**src/verilog/uart_cfg.svh**
```systemverilog
// Register map, field positions, reset values and bit counts
`ifndef UART_CFG_SVH
`define UART_CFG_SVH

// ********************************
// Register offsets
// ********************************
`define OFF_CTRL1      3'h2
`define OFF_CTRL2      3'h3
`define OFF_STAT1      3'h4
`define OFF_CTRL3      3'h6
`define OFF_DATA       3'h7

// ********************************
// Control register 1 fields
// ********************************
`define C1_LOOPBACK    7
`define C1_RX_SOURCE   5
`define C1_WAKE_SEL    3

// ********************************
// Control register 2 fields
// ********************************
`define C2_TX_EMPTY_IE 7
`define C2_TX_DONE_IE  6
`define C2_RX_FULL_IE  5
`define C2_QUIET_IE    4
`define C2_TX_ON       3
`define C2_RX_ON       2
`define C2_STANDBY     1
`define C2_BREAK       0

// ********************************
// Control register 3 fields
// ********************************
`define C3_LONG_BREAK  7
`define C3_LINE_DIR    5

// ********************************
// Status register 1 fields
// ********************************
`define S1_TX_EMPTY    7
`define S1_TX_DONE     6
`define S1_RX_FULL     5
`define S1_QUIET       4
`define S1_OVERRUN     3

// ********************************
// Reset values and bit counts
// ********************************
`define CTRL_RESET     8'h00
`define CHAR_BITS      4'hA
`define BREAK_BITS     4'hA
`define LONG_BRK_BITS  4'hD
`define IDLE_BITS      10

`endif

```
**src/verilog/uart_pkg.sv**
```systemverilog
// Shared types of the serial control and status block
package uart_pkg;

  typedef enum logic [1:0] {
    FRAME_DATA  = 2'h0,
    FRAME_IDLE  = 2'h1,
    FRAME_BREAK = 2'h2
  } frame_kind_t;

  typedef enum logic [1:0] {
    RX_WAIT  = 2'h0,
    RX_START = 2'h1,
    RX_DATA  = 2'h3,
    RX_STOP  = 2'h2
  } rx_state_t;

endpackage

```
**src/verilog/tx_serializer.sv**
```systemverilog
// Transmit shifter for data, idle and break characters
`timescale 1ns/10ps
`include "uart_cfg.svh"
module tx_serializer #(
  parameter int unsigned BIT_CLKS = 16
) (
  input  wire logic                 core_clk,
  input  wire logic                 nrst,
  input  wire logic                 start,
  input  wire uart_pkg::frame_kind_t kind,
  input  wire logic [7:0]           data,
  input  wire logic                 long_break,
  output logic                      busy,
  output logic                      done,
  output logic                      tx_bit
);
  import uart_pkg::*;

  logic        busy_q;
  logic [15:0] cnt_q;
  logic [3:0]  left_q;
  logic [13:0] shift_q;
  logic [13:0] load;
  logic [3:0]  load_len;
  logic        bit_end;

  assign bit_end = (cnt_q == 16'(BIT_CLKS - 1));
  assign busy    = busy_q;
  assign done    = busy_q && bit_end && (left_q == 4'h1);

  always_comb begin
    load     = 14'h3FFF;
    load_len = `CHAR_BITS;
    unique case (kind)
      FRAME_DATA: begin
        load = {5'h1F, data, 1'b0};
      end
      FRAME_IDLE: begin
        load = 14'h3FFF;
      end
      FRAME_BREAK: begin
        load     = 14'h0000;
        load_len = long_break ? `LONG_BRK_BITS : `BREAK_BITS;
      end
      default: begin
        load = 14'h3FFF;
      end
    endcase
  end

  always_ff @(posedge core_clk or negedge nrst) begin
    if (!nrst) begin
      busy_q  <= 1'b0;
      cnt_q   <= 16'h0000;
      left_q  <= 4'h0;
      shift_q <= 14'h3FFF;
      tx_bit  <= 1'b1;
    end else if (start && !busy_q) begin
      busy_q  <= 1'b1;
      cnt_q   <= 16'h0000;
      left_q  <= load_len;
      tx_bit  <= load[0];
      shift_q <= {1'b1, load[13:1]};
    end else if (busy_q) begin
      if (bit_end) begin
        cnt_q <= 16'h0000;
        if (left_q == 4'h1) begin
          busy_q <= 1'b0;
          tx_bit <= 1'b1;
        end else begin
          left_q  <= left_q - 4'h1;
          tx_bit  <= shift_q[0];
          shift_q <= {1'b1, shift_q[13:1]};
        end
      end else begin
        cnt_q <= cnt_q + 16'h0001;
      end
    end
  end

endmodule // tx_serializer

```
**src/verilog/uart_control_and_status.sv**
```systemverilog
// Serial port control register, status register and pin control
//
// Decided for this implementation: the register offsets and the strobed register port.
`timescale 1ns/10ps
`include "uart_cfg.svh"
// ********************************
// How it works
// - Transmit-empty flag raises interrupt when its enable bit 7 is set.
// - Transmit-done flag raises interrupt when its enable bit 6 is set.
// - Receive-full flag raises interrupt when its enable bit 5 is set.
// - Line-quiet flag raises interrupt when its enable bit 4 is set.
// - Transmitter runs with bit 3 set or while it still owns the pin; bit 3 set gives it the pin.
// - Single-wire mode uses direction bit to drive or listen on pin.
// - Turning transmitter off then on queues one idle character.
// - Pin stays owned until pending data, idle or break are sent.
// - Receive pin released when receiver off or loopback selected.
// - Software sets standby; hardware clears it on wakeup condition.
// - Wake on quiet line, or on character with top bit one.
// - Writing break bit one then zero queues one break character.
// - Holding break bit keeps queuing breaks of 10 or 13 bits.
// - A second break may be queued before software clears the bit.
// - Control register readable and writable at any time.
// - Status register has five read-only flags; writes do nothing.
// - Flags other than transmit-done clear only by status read then data access.
// - Loopback feeds transmitter into receiver; source picks pin use.
// - Status read then data write clears transmit-empty flag.
// - Transmit-done clears by data write, transmitter enable, break.
// ********************************
module uart_control_and_status #(
  parameter int unsigned BIT_CLKS = 16
) (
  input  wire logic       core_clk,
  input  wire logic       nrst,
  input  wire logic [2:0] reg_addr,
  input  wire logic [7:0] reg_wdata,
  input  wire logic       reg_wr,
  input  wire logic       reg_rd,
  output logic [7:0]      reg_rdata,
  input  wire logic       tx_pin_in,
  output logic            tx_pin_out,
  output logic            tx_pin_oe,
  input  wire logic       rx_pin_in,
  output logic            rx_pin_owned,
  output logic            tx_pin_owned,
  output logic            irq_req
);
  import uart_pkg::*;

  localparam int unsigned IDLE_CLKS = `IDLE_BITS * BIT_CLKS;
  localparam int unsigned HALF_CLKS = BIT_CLKS / 2;

  function automatic logic hit(input logic [2:0] a,
                               input logic [2:0] off);
    hit = (a == off);
  endfunction

  // ********************************
  // Register state
  // ********************************
  logic [7:0]  ctrl1_q;
  logic [7:0]  ctrl2_q;
  logic [7:0]  ctrl3_q;
  logic [7:0]  tx_buf_q;
  logic [7:0]  rx_data_q;
  logic        tx_buffer_empty_flag_q;
  logic        rx_buffer_full_flag_q;
  logic        quiet_q;
  logic        ovr_q;
  logic [4:0]  arm_q;
  logic        idle_pend_q;
  logic        brk_pend_q;
  logic        owned_q;
  logic [1:0]  rxd_sync_q;
  logic [1:0]  txd_sync_q;
  rx_state_t   rx_state_q;
  logic [15:0] rx_cnt_q;
  logic [2:0]  rx_bit_q;
  logic [7:0]  rx_shift_q;
  logic        char_q;
  logic [15:0] quiet_cnt_q;
  logic        active_q;
  logic        quiet_evt;

  logic        wr_c1, wr_c2, wr_c3, wr_dat, rd_st, rd_dat;
  logic        tx_on, rx_on, standby, brk_bit;
  logic        loop_on, single_wire;
  logic        tx_on_rise, brk_rise;
  logic        tc;
  logic [7:0]  status;
  logic        ser_busy, ser_done, ser_bit;
  logic        ser_start;
  frame_kind_t ser_kind;
  logic        rx_line;
  logic        deliver;
  logic        wake_evt;

  assign wr_c1  = reg_wr && hit(reg_addr, `OFF_CTRL1);
  assign wr_c2  = reg_wr && hit(reg_addr, `OFF_CTRL2);
  assign wr_c3  = reg_wr && hit(reg_addr, `OFF_CTRL3);
  assign wr_dat = reg_wr && hit(reg_addr, `OFF_DATA);
  assign rd_st  = reg_rd && hit(reg_addr, `OFF_STAT1);
  assign rd_dat = reg_rd && hit(reg_addr, `OFF_DATA);

  assign tx_on       = ctrl2_q[`C2_TX_ON];
  assign rx_on       = ctrl2_q[`C2_RX_ON];
  assign standby     = ctrl2_q[`C2_STANDBY];
  assign brk_bit     = ctrl2_q[`C2_BREAK];
  assign loop_on     = ctrl1_q[`C1_LOOPBACK];
  assign single_wire = loop_on && ctrl1_q[`C1_RX_SOURCE];

  assign tx_on_rise = wr_c2 && reg_wdata[`C2_TX_ON] && !tx_on;
  assign brk_rise   = wr_c2 && reg_wdata[`C2_BREAK] && !brk_bit;

  // ********************************
  // Control registers
  // ********************************
  always_ff @(posedge core_clk or negedge nrst) begin
    if (!nrst) begin
      ctrl1_q <= `CTRL_RESET;
      ctrl3_q <= `CTRL_RESET;
    end else begin
      if (wr_c1) begin
        ctrl1_q <= reg_wdata;
      end
      if (wr_c3) begin
        ctrl3_q <= reg_wdata;
      end
    end
  end

  // A software write of standby beats a wakeup in the same cycle
  always_ff @(posedge core_clk or negedge nrst) begin
    if (!nrst) begin
      ctrl2_q <= `CTRL_RESET;
    end else if (wr_c2) begin
      ctrl2_q <= reg_wdata;
    end else if (wake_evt) begin
      ctrl2_q[`C2_STANDBY] <= 1'b0;
    end
  end

  // ********************************
  // Pin synchronisers
  // ********************************
  always_ff @(posedge core_clk or negedge nrst) begin
    if (!nrst) begin
      rxd_sync_q <= 2'h3;
      txd_sync_q <= 2'h3;
    end else begin
      rxd_sync_q <= {rxd_sync_q[0], rx_pin_in};
      txd_sync_q <= {txd_sync_q[0], tx_pin_in};
    end
  end

  // ********************************
  // Transmit queue
  // ********************************
  // Preamble first, then break, then data
  always_comb begin
    ser_start = 1'b0;
    ser_kind  = FRAME_DATA;
    if (!ser_busy && (tx_on || owned_q)) begin
      if (idle_pend_q) begin
        ser_start = 1'b1;
        ser_kind  = FRAME_IDLE;
      end else if (brk_pend_q) begin
        ser_start = 1'b1;
        ser_kind  = FRAME_BREAK;
      end else if (!tx_buffer_empty_flag_q) begin
        ser_start = 1'b1;
        ser_kind  = FRAME_DATA;
      end
    end
  end

  always_ff @(posedge core_clk or negedge nrst) begin
    if (!nrst) begin
      idle_pend_q <= 1'b0;
    end else if (tx_on_rise) begin
      idle_pend_q <= 1'b1;
    end else if (ser_start && ser_kind == FRAME_IDLE) begin
      idle_pend_q <= 1'b0;
    end
  end

  // Finishing any character while the bit and transmitter enable are high queues a break;
  // a set that lands between two breaks can yield a second one
  always_ff @(posedge core_clk or negedge nrst) begin
    if (!nrst) begin
      brk_pend_q <= 1'b0;
    end else if (brk_rise) begin
      brk_pend_q <= 1'b1;
    end else if (ser_done && brk_bit && tx_on) begin
      brk_pend_q <= 1'b1;
    end else if (ser_start && ser_kind == FRAME_BREAK) begin
      brk_pend_q <= 1'b0;
    end
  end

  always_ff @(posedge core_clk or negedge nrst) begin
    if (!nrst) begin
      owned_q <= 1'b0;
    end else if (tx_on) begin
      owned_q <= 1'b1;
    end else if (!ser_busy && !ser_start && !idle_pend_q
                 && !brk_pend_q) begin
      owned_q <= 1'b0;
    end
  end

  tx_serializer #(
    .BIT_CLKS   (BIT_CLKS)
  ) u_shifter (
    .core_clk   (core_clk),
    .nrst       (nrst),
    .start      (ser_start),
    .kind       (ser_kind),
    .data       (tx_buf_q),
    .long_break (ctrl3_q[`C3_LONG_BREAK]),
    .busy       (ser_busy),
    .done       (ser_done),
    .tx_bit     (ser_bit)
  );

  always_ff @(posedge core_clk or negedge nrst) begin
    if (!nrst) begin
      tx_buf_q <= 8'h00;
    end else if (wr_dat) begin
      tx_buf_q <= reg_wdata;
    end
  end

  // Moving the buffer into the shifter sets the flag and wins
  always_ff @(posedge core_clk or negedge nrst) begin
    if (!nrst) begin
      tx_buffer_empty_flag_q <= 1'b1;
    end else if (ser_start && ser_kind == FRAME_DATA) begin
      tx_buffer_empty_flag_q <= 1'b1;
    end else if (wr_dat && arm_q[4]) begin
      tx_buffer_empty_flag_q <= 1'b0;
    end
  end

  // Falls when a data write, preamble or break starts activity
  assign tc = tx_buffer_empty_flag_q && !ser_busy && !idle_pend_q
              && !brk_pend_q;

  // ********************************
  // Pin ownership
  // ********************************
  assign tx_pin_owned = owned_q;
  assign tx_pin_out   = ser_bit;
  assign tx_pin_oe    = owned_q && (!single_wire
                        || ctrl3_q[`C3_LINE_DIR]);
  assign rx_pin_owned = rx_on && !loop_on;

  always_comb begin
    if (!loop_on) begin
      rx_line = rxd_sync_q[1];
    end else if (single_wire) begin
      rx_line = txd_sync_q[1];
    end else begin
      rx_line = ser_bit;
    end
  end

  // ********************************
  // Receiver
  // ********************************
  always_ff @(posedge core_clk or negedge nrst) begin
    if (!nrst) begin
      rx_state_q <= RX_WAIT;
      rx_cnt_q   <= 16'h0000;
      rx_bit_q   <= 3'h0;
      rx_shift_q <= 8'h00;
      char_q     <= 1'b0;
    end else begin
      char_q <= 1'b0;
      if (!rx_on) begin
        rx_state_q <= RX_WAIT;
      end else begin
        unique case (rx_state_q)
          RX_WAIT: begin
            rx_cnt_q <= 16'h0000;
            if (!rx_line) begin
              rx_state_q <= RX_START;
            end
          end
          RX_START: begin
            if (rx_cnt_q == 16'(HALF_CLKS - 1)) begin
              rx_cnt_q   <= 16'h0000;
              rx_bit_q   <= 3'h0;
              rx_state_q <= rx_line ? RX_WAIT : RX_DATA;
            end else begin
              rx_cnt_q <= rx_cnt_q + 16'h0001;
            end
          end
          RX_DATA: begin
            if (rx_cnt_q == 16'(BIT_CLKS - 1)) begin
              rx_cnt_q   <= 16'h0000;
              rx_shift_q <= {rx_line, rx_shift_q[7:1]};
              rx_bit_q   <= rx_bit_q + 3'h1;
              if (rx_bit_q == 3'h7) begin
                rx_state_q <= RX_STOP;
              end
            end else begin
              rx_cnt_q <= rx_cnt_q + 16'h0001;
            end
          end
          RX_STOP: begin
            if (rx_cnt_q == 16'(BIT_CLKS - 1)) begin
              rx_state_q <= RX_WAIT;
              char_q     <= 1'b1;
            end else begin
              rx_cnt_q <= rx_cnt_q + 16'h0001;
            end
          end
        endcase
      end
    end
  end

  // Quiet line: a full character of high level after activity
  always_ff @(posedge core_clk or negedge nrst) begin
    if (!nrst) begin
      quiet_cnt_q <= 16'h0000;
      active_q    <= 1'b0;
    end else begin
      if (!rx_on || !rx_line || rx_state_q != RX_WAIT) begin
        quiet_cnt_q <= 16'h0000;
      end else if (quiet_cnt_q != 16'(IDLE_CLKS - 1)) begin
        quiet_cnt_q <= quiet_cnt_q + 16'h0001;
      end
      if (char_q) begin
        active_q <= 1'b1;
      end else if (quiet_evt) begin
        active_q <= 1'b0;
      end
    end
  end

  assign quiet_evt = active_q
                     && quiet_cnt_q == 16'(IDLE_CLKS - 1);

  // In standby only a waking address mark reaches the buffer
  assign wake_evt = standby && (ctrl1_q[`C1_WAKE_SEL]
                    ? (char_q && rx_shift_q[7])
                    : quiet_evt);
  assign deliver  = char_q && (!standby || wake_evt);

  // ********************************
  // Receive flags
  // ********************************
  always_ff @(posedge core_clk or negedge nrst) begin
    if (!nrst) begin
      rx_data_q <= 8'h00;
      rx_buffer_full_flag_q    <= 1'b0;
      ovr_q     <= 1'b0;
    end else begin
      if (deliver && !rx_buffer_full_flag_q) begin
        rx_data_q <= rx_shift_q;
        rx_buffer_full_flag_q    <= 1'b1;
      end else if (rd_dat && arm_q[2]) begin
        rx_buffer_full_flag_q <= 1'b0;
      end
      if (deliver && rx_buffer_full_flag_q) begin
        ovr_q <= 1'b1;
      end else if (rd_dat && arm_q[0]) begin
        ovr_q <= 1'b0;
      end
    end
  end

  always_ff @(posedge core_clk or negedge nrst) begin
    if (!nrst) begin
      quiet_q <= 1'b0;
    end else if (quiet_evt && !standby) begin
      quiet_q <= 1'b1;
    end else if (rd_dat && arm_q[1]) begin
      quiet_q <= 1'b0;
    end
  end

  // ********************************
  // Status, clear arming and read port
  // ********************************
  assign status = {tx_buffer_empty_flag_q, tc, rx_buffer_full_flag_q, quiet_q, ovr_q, 3'h0};

  always_ff @(posedge core_clk or negedge nrst) begin
    if (!nrst) begin
      arm_q <= 5'h00;
    end else if (rd_st) begin
      arm_q <= {status[`S1_TX_EMPTY], status[`S1_TX_DONE],
                status[`S1_RX_FULL], status[`S1_QUIET],
                status[`S1_OVERRUN]};
    end else if (wr_dat || rd_dat) begin
      arm_q <= 5'h00;
    end
  end

  // Status writes decode to nothing, so no state is touched
  always_ff @(posedge core_clk or negedge nrst) begin
    if (!nrst) begin
      reg_rdata <= 8'h00;
    end else if (reg_rd) begin
      unique case (reg_addr)
        `OFF_CTRL1: reg_rdata <= ctrl1_q;
        `OFF_CTRL2: reg_rdata <= ctrl2_q;
        `OFF_STAT1: reg_rdata <= status;
        `OFF_CTRL3: reg_rdata <= ctrl3_q;
        `OFF_DATA:  reg_rdata <= rx_data_q;
        default:    reg_rdata <= 8'h00;
      endcase
    end else begin
      reg_rdata <= 8'h00;
    end
  end

  // ********************************
  // Interrupt request
  // ********************************
  assign irq_req =
    (tx_buffer_empty_flag_q  && ctrl2_q[`C2_TX_EMPTY_IE])
    || (tc      && ctrl2_q[`C2_TX_DONE_IE])
    || (rx_buffer_full_flag_q  && ctrl2_q[`C2_RX_FULL_IE])
    || (quiet_q && ctrl2_q[`C2_QUIET_IE]);

endmodule // uart_control_and_status

```
**config.mk**
```make
export PLATFORM = sky130hd
export DESIGN_NAME = uart_control_and_status
export DESIGN_NICKNAME = d
export VERILOG_FILES = /design/src/verilog/uart_pkg.sv /design/src/verilog/tx_serializer.sv /design/src/verilog/uart_control_and_status.sv
export VERILOG_INCLUDE_DIRS = /design/src /design/src/verilog
export SDC_FILE = /design/constraint.sdc
export NUM_CORES = 1
export LEC_CHECK = 0
export ABC_AREA = 1
export BUFFER_PORTS_ARGS = -buffer_cell sky130_fd_sc_hd__buf_2
export CORE_UTILIZATION = 50
export CTS_CLUSTER_SIZE = 25
export DETAILED_ROUTE_END_ITERATION = 6
export GPL_TIMING_DRIVEN = 0
export MAX_ROUTING_LAYER = met4
export PLACE_DENSITY = 0.67
export SETUP_SLACK_MARGIN = 0.1
export SYNTH_ARGS = -nofsm -noshare
export SYNTH_HDL_FRONTEND = slang
export SYNTH_SLANG_ARGS = --single-unit
```
**constraint.sdc**
```tcl
create_clock -name core_clk -period 2.9 [get_ports core_clk]
set_input_delay 0.87 -clock core_clk [delete_from_list [all_inputs] [get_ports core_clk]]
set_output_delay 0.87 -clock core_clk [all_outputs]
set_load 0.02 [all_outputs]
```
Word level (Yosys, flattened, before mapping)
Index checks and enable logic that the tools add are counted.
{ "totals": {"regBits": 147, "in_bits": 17, "out_inout_bits": 13, "elab_cells": 222} }
{ "classes": {"addsub": 5, "n_eq_ne": 26, "n_mux": 75, "reduce_logical": 87} }
{ "op_table": {"columns": ["op", "n"], "rows": [
  ["16-bit two-way mux", 8],
  ["16-bit case mux with 4 select lines", 1],
  ["14-bit two-way mux", 4],
  ["16-bit by 1-bit adder with 16-bit output, second input constant", 3],
  ["1-bit logical AND", 43],
  ["8-bit case mux with 5 select lines", 1],
  ["1-bit two-way mux", 37],
  ["16-bit by 4-bit == test with 1-bit output, second input constant", 2],
  ["14-bit case mux with 2 select lines", 1],
  ["2-bit nonzero test", 14],
  ["2-bit two-way mux", 10],
  ["4-bit two-way mux", 5],
  ["16-bit by 3-bit == test with 1-bit output, second input constant", 1],
  ["16-bit by 8-bit == test with 1-bit output, second input constant", 1],
  ["16-bit by 8-bit inequality test with 1-bit output, second input constant", 1],
  ["3-bit inequality test, second input constant", 5],
  ["3-bit == test, second input constant", 4],
  ["1-bit zero test", 12],
  ["5-bit two-way mux", 2],
  ["1-bit logical OR", 9],
  ["3-bit two-way mux", 3],
  ["8-bit two-way mux", 1],
  ["2-bit case mux with 4 select lines", 1],
  ["2-bit == test, second input constant", 3],
  ["14 further kinds", 21]
]} }

Depth between registers and ports, before layout
Gate-level depths: netlist (run 1).
{ "depth": {"depth_word": 10, "ltp_mapped": 11} }

By module
Synthesis (run 1) repeated with hierarchy kept, for this count alone.
{ "hier_totals": {"cells_unflattened": 970, "area_unflattened_um2": 7572.3} }
{ "by_module_without_submodules": {"columns": ["mod", "n_inst", "cells_per_inst", "area_each_um2", "seq_area_each_um2"], "rows": [
  ["uart_control_and_status", 1, 666, 5370.2, 2758.9],
  ["tx_serializer", 1, 304, 2202.1, 893.4]
]} }

Worst setup path after synthesis (run 1)
No wires, ideal clock.
{ "synth_path": {"kind": "reg2out", "startpoint": "register brk_pend_q", "endpoint": "output port irq_req", "t_arrival_ns": 1.027, "required_time_ns": 2.030, "slack_ns": 1.003, "path_stages_with_launch": 6, "path_buffers": 0, "path_cell_list": "dfrtp_1 -> nor2_1 -> nand2_1 -> nor2_1 -> nand2_1 -> nand4_1"} }
{ "synth_via": {"elab_chain_cells": 6} }
{ "synth_rtl": {"columns": ["element", "line", "rtl"], "rows": [
  ["start, declared", "uart_control_and_status.sv:71", "logic brk_pend_q;"],
  ["start signal, assigned", "uart_control_and_status.sv:190", "brk_pend_q <= 1'b0;"],
  ["start signal, assigned", "uart_control_and_status.sv:192", "brk_pend_q <= 1'b1;"],
  ["start signal, assigned", "uart_control_and_status.sv:194", "brk_pend_q <= 1'b1;"],
  ["1-bit zero test", "uart_control_and_status.sv:246", "&& !brk_pend_q;"],
  ["1-bit logical AND", "uart_control_and_status.sv:246", null],
  ["1-bit logical AND", "uart_control_and_status.sv:424", "|| (tc && ctrl2_q[`C2_TX_DONE_IE])"],
  ["1-bit logical OR (3 in a row)", "uart_control_and_status.sv:423", "(tx_buffer_empty_flag_q && ctrl2_q[`C2_TX_EMPTY_IE])"],
  ["end, declared", "uart_control_and_status.sv:45", "output logic irq_req"]
]} }
No other way between the ends.

Worst setup path after layout (run 1)
Ends and elaborated chain as after synthesis.

==> impl_metrics.csv, run 1 <==
group,metric,value,unit
timing,max_slew.worst_pin.slew,0.671,ns
synthesis,synth_top_area_share,42.9,%
clock_network,cts_buffer_depth,2,
final_layout,area_delta_synth_final,13.2,%
critical_path,path_cells,"nor2_1 > nand2_1 > nor2_1 > nand2_1 > nand4_1 > buf_2",
critical_path,cp.required,2.03,ns
clock_network,cts_made_buffers,17,
power,seqPwrFrac,42.1,%
worst_hold_path,min_delay_path_depth,0,
floorplanning,die_x,123,microns
power,clockPowerShare,32.5,%
floorplanning,initial_core_util,52.2,%
critical_path,r2r-end,"rx_cnt_q[4]$_DFFE_PN0P_",
synthesis,syn-num-nets,962,
final_layout,final_cells,1180,
clock_network,clk_pin_slew,0.06,ns
routing,finalWirelength,16800,microns
critical_path,critPathMaxFanout,5,
floorplanning,dieArea,15200,sq um
placement,routabilityCongestion,0.883,
worst_hold_path,min_from,"rxd_sync_q[0]$_DFF_PN1_",
timing,relSlewSlack,55.3,%
routing,num_vias,6259,
placement,placed_area,7760,sq um
clock_network,cts_setup_buffers,0,
synthesis,ys_warn_count,0,
synthesis,syn_inst,938,
critical_path,worstPathArrival,1.71,ns
routing,drt-vias-per-instance,5.30,
critical_path,startpoint_type,"flop",
routing,drtIter0Drc,489,
timing,finalCritPeriodShare,88.9,%
grt,grt_antenna_before_repair,0,
synthesis,synth_cell_type_count,43,
synthesis,synth_edf_count,0,
power,power_switching,0.00219,W
critical_path,r2r_cells,9,
timing,holdWs,0.355,ns
clock_network,cts_sinks,145,
timing,rsz0062_at_grt,"false",
final_layout,diodes,0,
timing,setup_tns,0,ns
floorplanning,dieHeight,123,microns
critical_path,worstSetupEndpointType,"primary output",
floorplanning,fp.coreArea,14100,sq um
worst_hold_path,hold_end,"rxd_sync_q[1]$_DFF_PN1_",
routing,wl_per_cell,14.3,microns
critical_path,r2r_start,"rx_cnt_q[0]$_DFFE_PN0P_",
final_layout,fillers,1317,
placement,place_inst,1148,
power,power_density,771,nW/um^2
final_layout,num-nets-final,1011,
routing,drtPass1Iterations,5,
clock_network,root_buffer,"clkbuf_16",
grt,track_usage,25.0,%
timing,hold_violations,0,
floorplanning,io_pins,30,
timing,max_freq,0.388,GHz
routing,drc,0,
synthesis,seq_area_frac_synth,49.7,%
power,swShare,34.2,%
run,cap_violations,0,
timing,setup_viol,0,
critical_path,r2r_slack,1.03,ns
synthesis,synthArstFlopShare,100,%
power,power.internal,0.00422,W
grt,grt_pass1_wl,28000,microns
critical_path,cp_slowest_cell,"dfrtp_1",
grt,grt_max_degree,76,
synthesis,yosysTopAreaCell,"dfrtp_1",
timing,fin_skew,0.00933,ns
clock_network,cts_tree,"done",
final_layout,final_util,59.0,%
synthesis,synth-seq-cells,145,
worst_hold_path,hp-class,"reg2reg",
floorplanning,rows,43,
timing,fin_crit,2.58,ns
timing,slew_violations,0,
clock_network,insertion_delay,0.43,ns
power,irDropWorstVdd,538,uV
placement,dpl.hpwl,12000,microns
placement,portBuffers,29,
synthesis,yosys-top-cells-area,"dfrtp_1, nand2_1, dfstp_2",
power,power_leakage,4.00,nW
synthesis,syn_area,7350,sq um
clock_network,post_cts_resized,0,
grt,grt_pass1_vias,5805,
final_layout,drive_gt1_share,12.3,%
final_layout,postLayoutCellArea,8320,sq um
run_status,status,"completed",
critical_path,slowest_delay,0.43,ns
clock_network,cts_hold_buf,0,
grt,grt.overflow.total,0,
clock_network,htreeDepth,4,
synthesis,syn_avg_cell_area,7.84,sq um
power,comb_power_share,25.4,%
synthesis,ys.flop_type,"dfrtp_1",
routing,drtAntennaViolNets,0,
critical_path,critPathKind,"reg2out",
synth_stat cells, drive strengths merged, types with 2 or more instances:
library cell / count
nand2: 288
dfrtp: 126
inv: 99
nor2: 98
o21ai: 84
nand3: 71
a21oi: 30
nand4: 23
dfstp: 19
buf: 15
nor3: 14
o211ai: 8
o22ai: 8
a31oi: 7
clkbuf: 7
ha: 7
a22oi: 6
xor2: 6
xnor2: 4
nand3b: 3
a21boi: 2
a41oi: 2
clkinv: 2
nor3b: 2
metal layers:
metal  vias to the layer above  wire length [microns]  track usage (%)
li1                       3160                      -                -
met2                       116                   7320             35.3
met1                      2956                   8420             35.3
met5                         -                      0                -
met4                         0                    349             9.94
met3                        27                    732             4.80
worst max-delay path by stage:
stage          cells past startpoint                         endpoint  slack (ns)                   start
2_1_floorplan                      5                          irq_req        1.00  brk_pend_q$_DFFE_PN0P_
3_3_place_gp                       1  u_shifter.left_q[2]$_DFFE_PN0P_       -1.16                    nrst
3_5_place_dp                       8           ctrl3_q[5]$_DFFE_PN0P_        0.61             reg_addr[2]
4_1_cts                            6                          irq_req        0.31  brk_pend_q$_DFFE_PN0P_
5_1_grt                            6                          irq_req        0.18  brk_pend_q$_DFFE_PN0P_
6_report                           6                          irq_req        0.32  brk_pend_q$_DFFE_PN0P_
power by group through the flow:
stage | sequential, W | clock, W | combinational, W
floorplan | 0.00267 | 0 | 0.00119
global placement | 0.00272 | 0 | 0.00158
detailed placement | 0.00272 | 0 | 0.00162
CTS | 0.00270 | 0.00211 | 0.00164
global route | 0.00274 | 0.00220 | 0.00187
finish | 0.00270 | 0.00208 | 0.00163
layout by cell type, fill, tap and decap left out, types with 4 or more instances in the layout:
master / Yosys / routed
ha_1: 7 / 7
dfstp_2: 19 / 19
inv_1: 95 / 95
buf_6: 5 / 6
clkbuf_16: 0 / 17
xor2_1: 6 / 6
buf_2: 9 / 37
a21oi_1: 30 / 30
o22ai_1: 8 / 8
nand2_1: 280 / 280
inv_2: 4 / 4
dfrtp_1: 126 / 126
o21ai_1: 10 / 10
nor3_1: 14 / 14
o21ai_2: 7 / 7
a22oi_1: 6 / 6
o211ai_1: 8 / 8
o21ai_0: 67 / 67
nor2_1: 94 / 94
xnor2_1: 4 / 4
clkbuf_8: 0 / 6
nand2_2: 7 / 7
nand4_1: 23 / 23
a31oi_1: 7 / 7
nand3_1: 67 / 67
clkinvlp_4: 0 / 6
clkbuf_1: 6 / 8
metrics by stage:
| stage | power, W | setup slack, ns |
|---|---|---|
| after floorplan | 0.00387 | 1.00 |
| after global placement | 0.00430 | -1.16 |
| after detailed placement | 0.00435 | 0.610 |
| after CTS | 0.00644 | 0.305 |
| after global routing | 0.00681 | 0.176 |
| final | 0.00642 | 0.323 |
layout make-up:
cell class / count / area [sq um] / area share (%)
clock inverters: 7 / 50.0 / 0.601
well taps: 180 / 225 / 2.71
clock buffers: 25 / 515 / 6.19
plain buffers: 22 / 136 / 1.64
repair buffers: 30 / 179 / 2.15
multi-input cells: 670 / 3180 / 38.3
inverters: 101 / 379 / 4.56
flip-flops and latches: 145 / 3650 / 43.9
registers in the layout, summed over array words and instances, names as in the netlist, 2 cells and up:
name,cells
ctrl1_q,8
rxd_sync_q,2
arm_q,4
rx_bit_q,3
tx_buf_q,8
ctrl2_q,8
rx_state_q,2
reg_rdata,8
u_shifter.left_q,4
rx_cnt_q,16
rx_data_q,8
rx_shift_q,8
ctrl3_q,8
u_shifter.shift_q,13
txd_sync_q,2
u_shifter.cnt_q,16
quiet_cnt_q,16
worst max-delay path: cells and delay by family (launching register included):
kind | cells | cell delay, ns
AND/OR/NAND/NOR | 5 | 0.66
buffers and inverters | 1 | 0.18
flip-flops | 1 | 0.43
cells by family (layout without fill, tap and decap cells):
group                    count (synthesis)  count (layout)  synth area share, %
AO/OA/AOI/OAI                          152             152                 11.8
XOR/XNOR                                10              10                 1.19
adder cells (fa/ha/maj)                  7               7                 1.19
buffers and inverters                  123             185                 7.01
flip-flops                             145             145                 49.7
AND/OR/NAND/NOR                        501             501                 29.1
Power figures use the tool's default switching activity.
==> run 2, diff against run 1 <==
- CORE_UTILIZATION: 50 -> 60
- PLACE_DENSITY: 0.67 -> 0.78
- clock period: 2.9 -> 2.5 ns (I/O delays scaled with it)
==> impl_metrics.csv, run 2 (synthesis gave the netlist of run 1 again) <==
group,metric,value,unit
clock_network,htreeDepth,4,
timing,max_slew.worst_pin.slew,0.614,ns
floorplanning,die_x,113,microns
final_layout,diodes,0,
critical_path,worstPathArrival,1.53,ns
routing,finalWirelength,16500,microns
clock_network,cts_made_buffers,17,
critical_path,r2r_slack,0.60,ns
grt,grt_pass1_wl,27600,microns
clock_network,cts_tree,"done",
floorplanning,rows,40,
critical_path,cp_slowest_cell,"dfrtp_1",
final_layout,drive_gt1_share,12.9,%
final_layout,reg_top3,"quiet_cnt_q x16, rx_cnt_q x16, u_shifter.cnt_q x16",
final_layout,layout_common_cells,"nand2_1, dfrtp_1, inv_1, nor2_1",
timing,hold_violations,0,
timing,max_freq,0.439,GHz
grt,grt_antenna_before_repair,0,
grt,grt_pass1_vias,5871,
timing,rsz0062_at_grt,"false",
critical_path,critical_path_cell_count,6,
critical_path,r2r_cells,9,
placement,placed_area,7710,sq um
timing,holdWs,0.267,ns
clock_network,clk_pin_slew,0.06,ns
timing,finalCritPeriodShare,91.1,%
clock_network,root_buffer,"clkbuf_16",
timing,layout_setup_ws,0.223,ns
final_layout,postLayoutCellArea,8350,sq um
grt,grt_max_degree,92,
critical_path,crit_buf_inv,1,
power,irDropWorstVdd,736,uV
placement,routabilityCongestion,0.916,
power,power,0.00772,W
critical_path,worstSetupEndpointType,"primary output",
routing,wl_per_cell,14.4,microns
final_layout,final_common_cell,"nand2_1",
timing,slew_violations,0,
timing,setup_viol,0,
run_status,status,"completed",
final_layout,num-nets-final,1012,
routing,num_vias,6440,
floorplanning,dieHeight,113,microns
routing,drt-vias-per-instance,5.61,
timing,fin_skew,0.00824,ns
floorplanning,io_pins,30,
timing,relSlewSlack,58.6,%
critical_path,cp_top_family,"simple AND/OR/NAND/NOR gates",
run,cap_violations,0,
critical_path,cp.required,1.75,ns
routing,drtPass1Iterations,5,
critical_path,path_cells,"nor2_4 > nand2_2 > nor2_2 > nand2_1 > nand4_1 > buf_4",
clock_network,cts_hold_buf,0,
floorplanning,initial_core_util,61.5,%
final_layout,area_delta_synth_final,13.6,%
power,power_leakage,4.06,nW
floorplanning,fp.coreArea,12000,sq um
critical_path,startpoint_type,"flop",
placement,post-place-ws,0.384,ns
power,power_density,924,nW/um^2
routing,drc,0,
routing,drtAntennaViolNets,0,
critical_path,slowest_delay,0.45,ns
routing,drtIter0Drc,596,
critical_path,critPathKind,"reg2out",
final_layout,fillers,985,
clock_network,cts_sinks,145,
clock_network,cts_buffer_depth,2,
placement,portBuffers,29,
grt,track_usage,28.8,%
worst_hold_path,hp-class,"in2async",
clock_network,insertion_delay,0.43,ns
grt,grt.overflow.total,0,
placement,dpl.hpwl,11500,microns
timing,setup_tns,0,ns
timing,fin_crit,2.28,ns
floorplanning,dieArea,12700,sq um
critical_path,critPathMaxFanout,3,
-- run 2: metal layers --
| layer | up-vias | global-route usage [%] | wire length [microns] |
|---|---|---|---|
| li1 | 3180 | - | - |
| met1 | 3058 | 40.5 | 7850 |
| met2 | 177 | 41.3 | 7550 |
| met3 | 25 | 5.78 | 822 |
| met4 | 0 | 10.9 | 288 |
| met5 | - | - | 0 |
-- run 2: path summary, 6_finish.rpt --
check / start / end
min: nrst / u_shifter.cnt_q[14]$_DFFE_PN0P_
max in group asynchronous: nrst / txd_sync_q[0]$_DFF_PN1_
min in group core_clk: txd_sync_q[0]$_DFF_PN1_ / txd_sync_q[1]$_DFF_PN1_
min reg2reg: txd_sync_q[0]$_DFF_PN1_ / txd_sync_q[1]$_DFF_PN1_
max reg2reg: rx_cnt_q[0]$_DFFE_PN0P_ / rx_cnt_q[12]$_DFFE_PN0P_
max: idle_pend_q$_DFFE_PN0P_ / irq_req
-- run 2: final cells by class --
type	count	area [sq um]	share of cell area (%)
Multi-Input combinational cell	670	3200	38.3
Timing Repair Buffer	31	189	2.26
Clock buffer	22	484	5.80
Buffer	22	136	1.63
Sequential cell	145	3650	43.7
Clock inverter	10	131	1.57
Tap cell	147	184	2.20
Inverter	101	379	4.54
-- run 2: timing repair --
item / CTS / global route
setup endpoints to repair: 1 / 1
buffers inserted: 0 / 1
gates resized for setup: 2 / 4
-- run 2: stage by stage --
stage	cells	utilization (%)
6_report	1148	69.8
5_1_grt	1148	69.8
4_1_cts	1147	69.7
3_5_place_dp	1115	64.5
3_3_place_gp	1114	64.2
2_1_floorplan	938	-
-- run 2: power by group --
group / switching, W / internal, W
Combinational: 0.00127 / 0.000661
Sequential: 0.000308 / 0.00283
Clock: 0.000985 / 0.00167
==> run 3, diff against run 2 <==
- CORE_MARGIN: not set -> 3
- SYNTH_HIERARCHICAL: not set -> 1
==> impl_metrics.csv, run 3 <==
group,metric,value,unit
synthesis,synth_top_area_share,41.6,%
clock_network,insertion_delay,0.42,ns
routing,wl_per_cell,14.6,microns
run,cap_violations,0,
placement,portBuffers,29,
final_layout,drive_gt1_share,12.3,%
final_layout,final_cells,1200,
timing,max_slew.worst_pin.slew,0.608,ns
final_layout,final_util,70.0,%
final_layout,reg_top3,"quiet_cnt_q x16, rx_cnt_q x16, u_shifter/cnt_q x16",
power,power_leakage,4.04,nW
synthesis,ys.flop_type,"dfrtp_1",
final_layout,fillers,994,
synthesis,syn_area,7570,sq um
critical_path,cp.required,1.75,ns
timing,slew_violations,0,
critical_path,startpoint_type,"flop",
final_layout,diodes,0,
floorplanning,rows,40,
final_layout,num-nets-final,1043,
synthesis,yosys-top-cells-area,"dfrtp_1, nand2_1, dfstp_2",
synthesis,syn_inst,970,
timing,setup_viol,0,
synthesis,yosysTopAreaCell,"dfrtp_1",
grt,grt.overflow.total,0,
timing,relSlewSlack,59.4,%
synthesis,synthArstFlopShare,100,%
routing,drtPass1Iterations,6,
floorplanning,initial_core_util,62.3,%
grt,track_usage,26.5,%
final_layout,layout_common_cells,"nand2_1, dfrtp_1, nor2_1, inv_1, o21ai_0",
power,irDropWorstVdd,802,uV
clock_network,cts_buffer_depth,2,
power,power,0.00735,W
clock_network,cts_sinks,145,
routing,drc,0,
power,power_density,863,nW/um^2
routing,num_vias,6604,
final_layout,final_common_cell,"nand2_1",
final_layout,regArea,3650,sq um
floorplanning,die_x,118,microns
clock_network,root_buffer,"clkbuf_16",
final_layout,multi_input_area,3400,sq um
floorplanning,fp.coreArea,12200,sq um
critical_path,critPathKind,"reg2out",
timing,hold_violations,0,
grt,grt_max_degree,88,
critical_path,worstPathArrival,1.53,ns
clock_network,htreeDepth,4,
grt,grt_pass1_vias,6043,
placement,dpl.hpwl,12200,microns
floorplanning,io_pins,30,
timing,fin_skew,0.00953,ns
timing,finalCritPeriodShare,91.2,%
synthesis,synth_cell_type_count,44,
synthesis,synth_edf_count,0,
worst_hold_path,hp-class,"in2async",
synthesis,syn_avg_cell_area,7.81,sq um
final_layout,area_delta_synth_final,12.4,%
synthesis,synth-seq-cells,145,
clock_network,cts_hold_buf,0,
routing,drtIter0Drc,710,
routing,drtAntennaViolNets,0,
placement,routabilityCongestion,0.922,
synthesis,syn-num-nets,994,
critical_path,worstSetupEndpointType,"primary output",
floorplanning,dieArea,14000,sq um
critical_path,critPathMaxFanout,4,
synthesis,seq_area_frac_synth,48.2,%
clock_network,cts_made_buffers,17,
routing,finalWirelength,17500,microns
placement,place_inst,1168,
grt,grt_pass1_wl,29400,microns
timing,max_freq,0.438,GHz
synthesis,synthTopCellsByCount,"nand2_1, dfrtp_1, nor2_1",
routing,drt-vias-per-instance,5.50,
floorplanning,dieHeight,118,microns
synthesis,ys_warn_count,6,
clock_network,cts_tree,"done",
clock_network,clk_pin_slew,0.06,ns
timing,rsz0062_at_grt,"false",
grt,grt_antenna_before_repair,0,
timing,fin_crit,2.28,ns
synthesis,yosys.cell_count.top_type,"nand2_1",
run_status,status,"completed",
-- run 3: cell types whose count changed after synthesis, sizes merged, moves of 4 or more --
cell	before	now
o21bai	0	7
buf	15	19
inv	99	91
xor2	6	11
nand4	23	38
nor2	98	113
nand2	288	293
-- run 3: worst max-delay path, cell delays in order, from the launching register on --
cell and delay, ns:
dfstp_2 0.54, inv_1 0.09, nor2_2 0.15, nand3_1 0.09, nand2_1 0.09, buf_2 0.16
-- run 3: cells by family after synthesis --
group,synth area share [%]
AND/OR/NAND/NOR,31.0
AO/OA/AOI/OAI,11.1
buffers and inverters,6.92
flip-flops,48.2
XOR/XNOR,1.62
adder cells (fa/ha/maj),1.16
-- run 3: worst paths after layout --
kind / startpoint / to / slack (ns) / cells after the start
max in group asynchronous: nrst / u_shifter/shift_q[11]$_DFFE_PN1P_ / 1.38 / 2
min in group core_clk: rxd_sync_q[0]$_DFF_PN1_ / rxd_sync_q[1]$_DFF_PN1_ / 0.35 / 0
hold / removal: nrst / quiet_cnt_q[14]$_DFFE_PN0P_ / 0.29 / 1
setup reg to reg: ctrl2_q[3]$_DFFE_PN0N_ / u_shifter/shift_q[5]$_DFFE_PN1P_ / 0.36 / 10
setup / recovery: tx_buffer_empty_flag_q$_DFFE_PN1P_ / irq_req / 0.22 / 5
hold reg to reg: rxd_sync_q[0]$_DFF_PN1_ / rxd_sync_q[1]$_DFF_PN1_ / 0.35 / 0
-- run 3: layer usage --
layer	global-route usage (%)	vias up	routed length (microns)
met5	-	-	0
met4	6.81	0	178
met1	37.9	3080	8410
met3	7.13	17	1180
met2	37.9	222	7700
li1	-	3285	-
-- run 3: timing repair --
item                       CTS  global route
resized for setup            0             2
setup endpoints to repair    0             2
buffers inserted             0             0
-- run 3: through the flow --
step           TNS (ns)  area [sq um]  setup WS (ns)  hold WS, ns
2_1_floorplan         0          7570          0.682        0.345
3_3_place_gp    -176.00          7930          -1.33        0.346
3_5_place_dp          0          7960          0.348        0.352
4_1_cts               0          8510          0.188        0.301
5_1_grt               0          8510          0.108        0.321
6_report              0          8510          0.219        0.289
-- run 3: where the power goes --
| group | switching, W | internal [W] |
|---|---|---|
| clock | 0.000930 | 0.00144 |
| combinational | 0.00118 | 0.000617 |
| sequential | 0.000329 | 0.00285 |
-- run 3: cell type report --
class | instances | share of cell area (%)
inverters | 93 | 4.13
clock buffers | 26 | 5.75
multi-input cells | 705 | 40.0
plain buffers | 27 | 2.03
well taps | 168 | 2.47
clock inverters | 6 | 0.647
repair buffers | 30 | 2.10
flip-flops and latches | 145 | 42.9
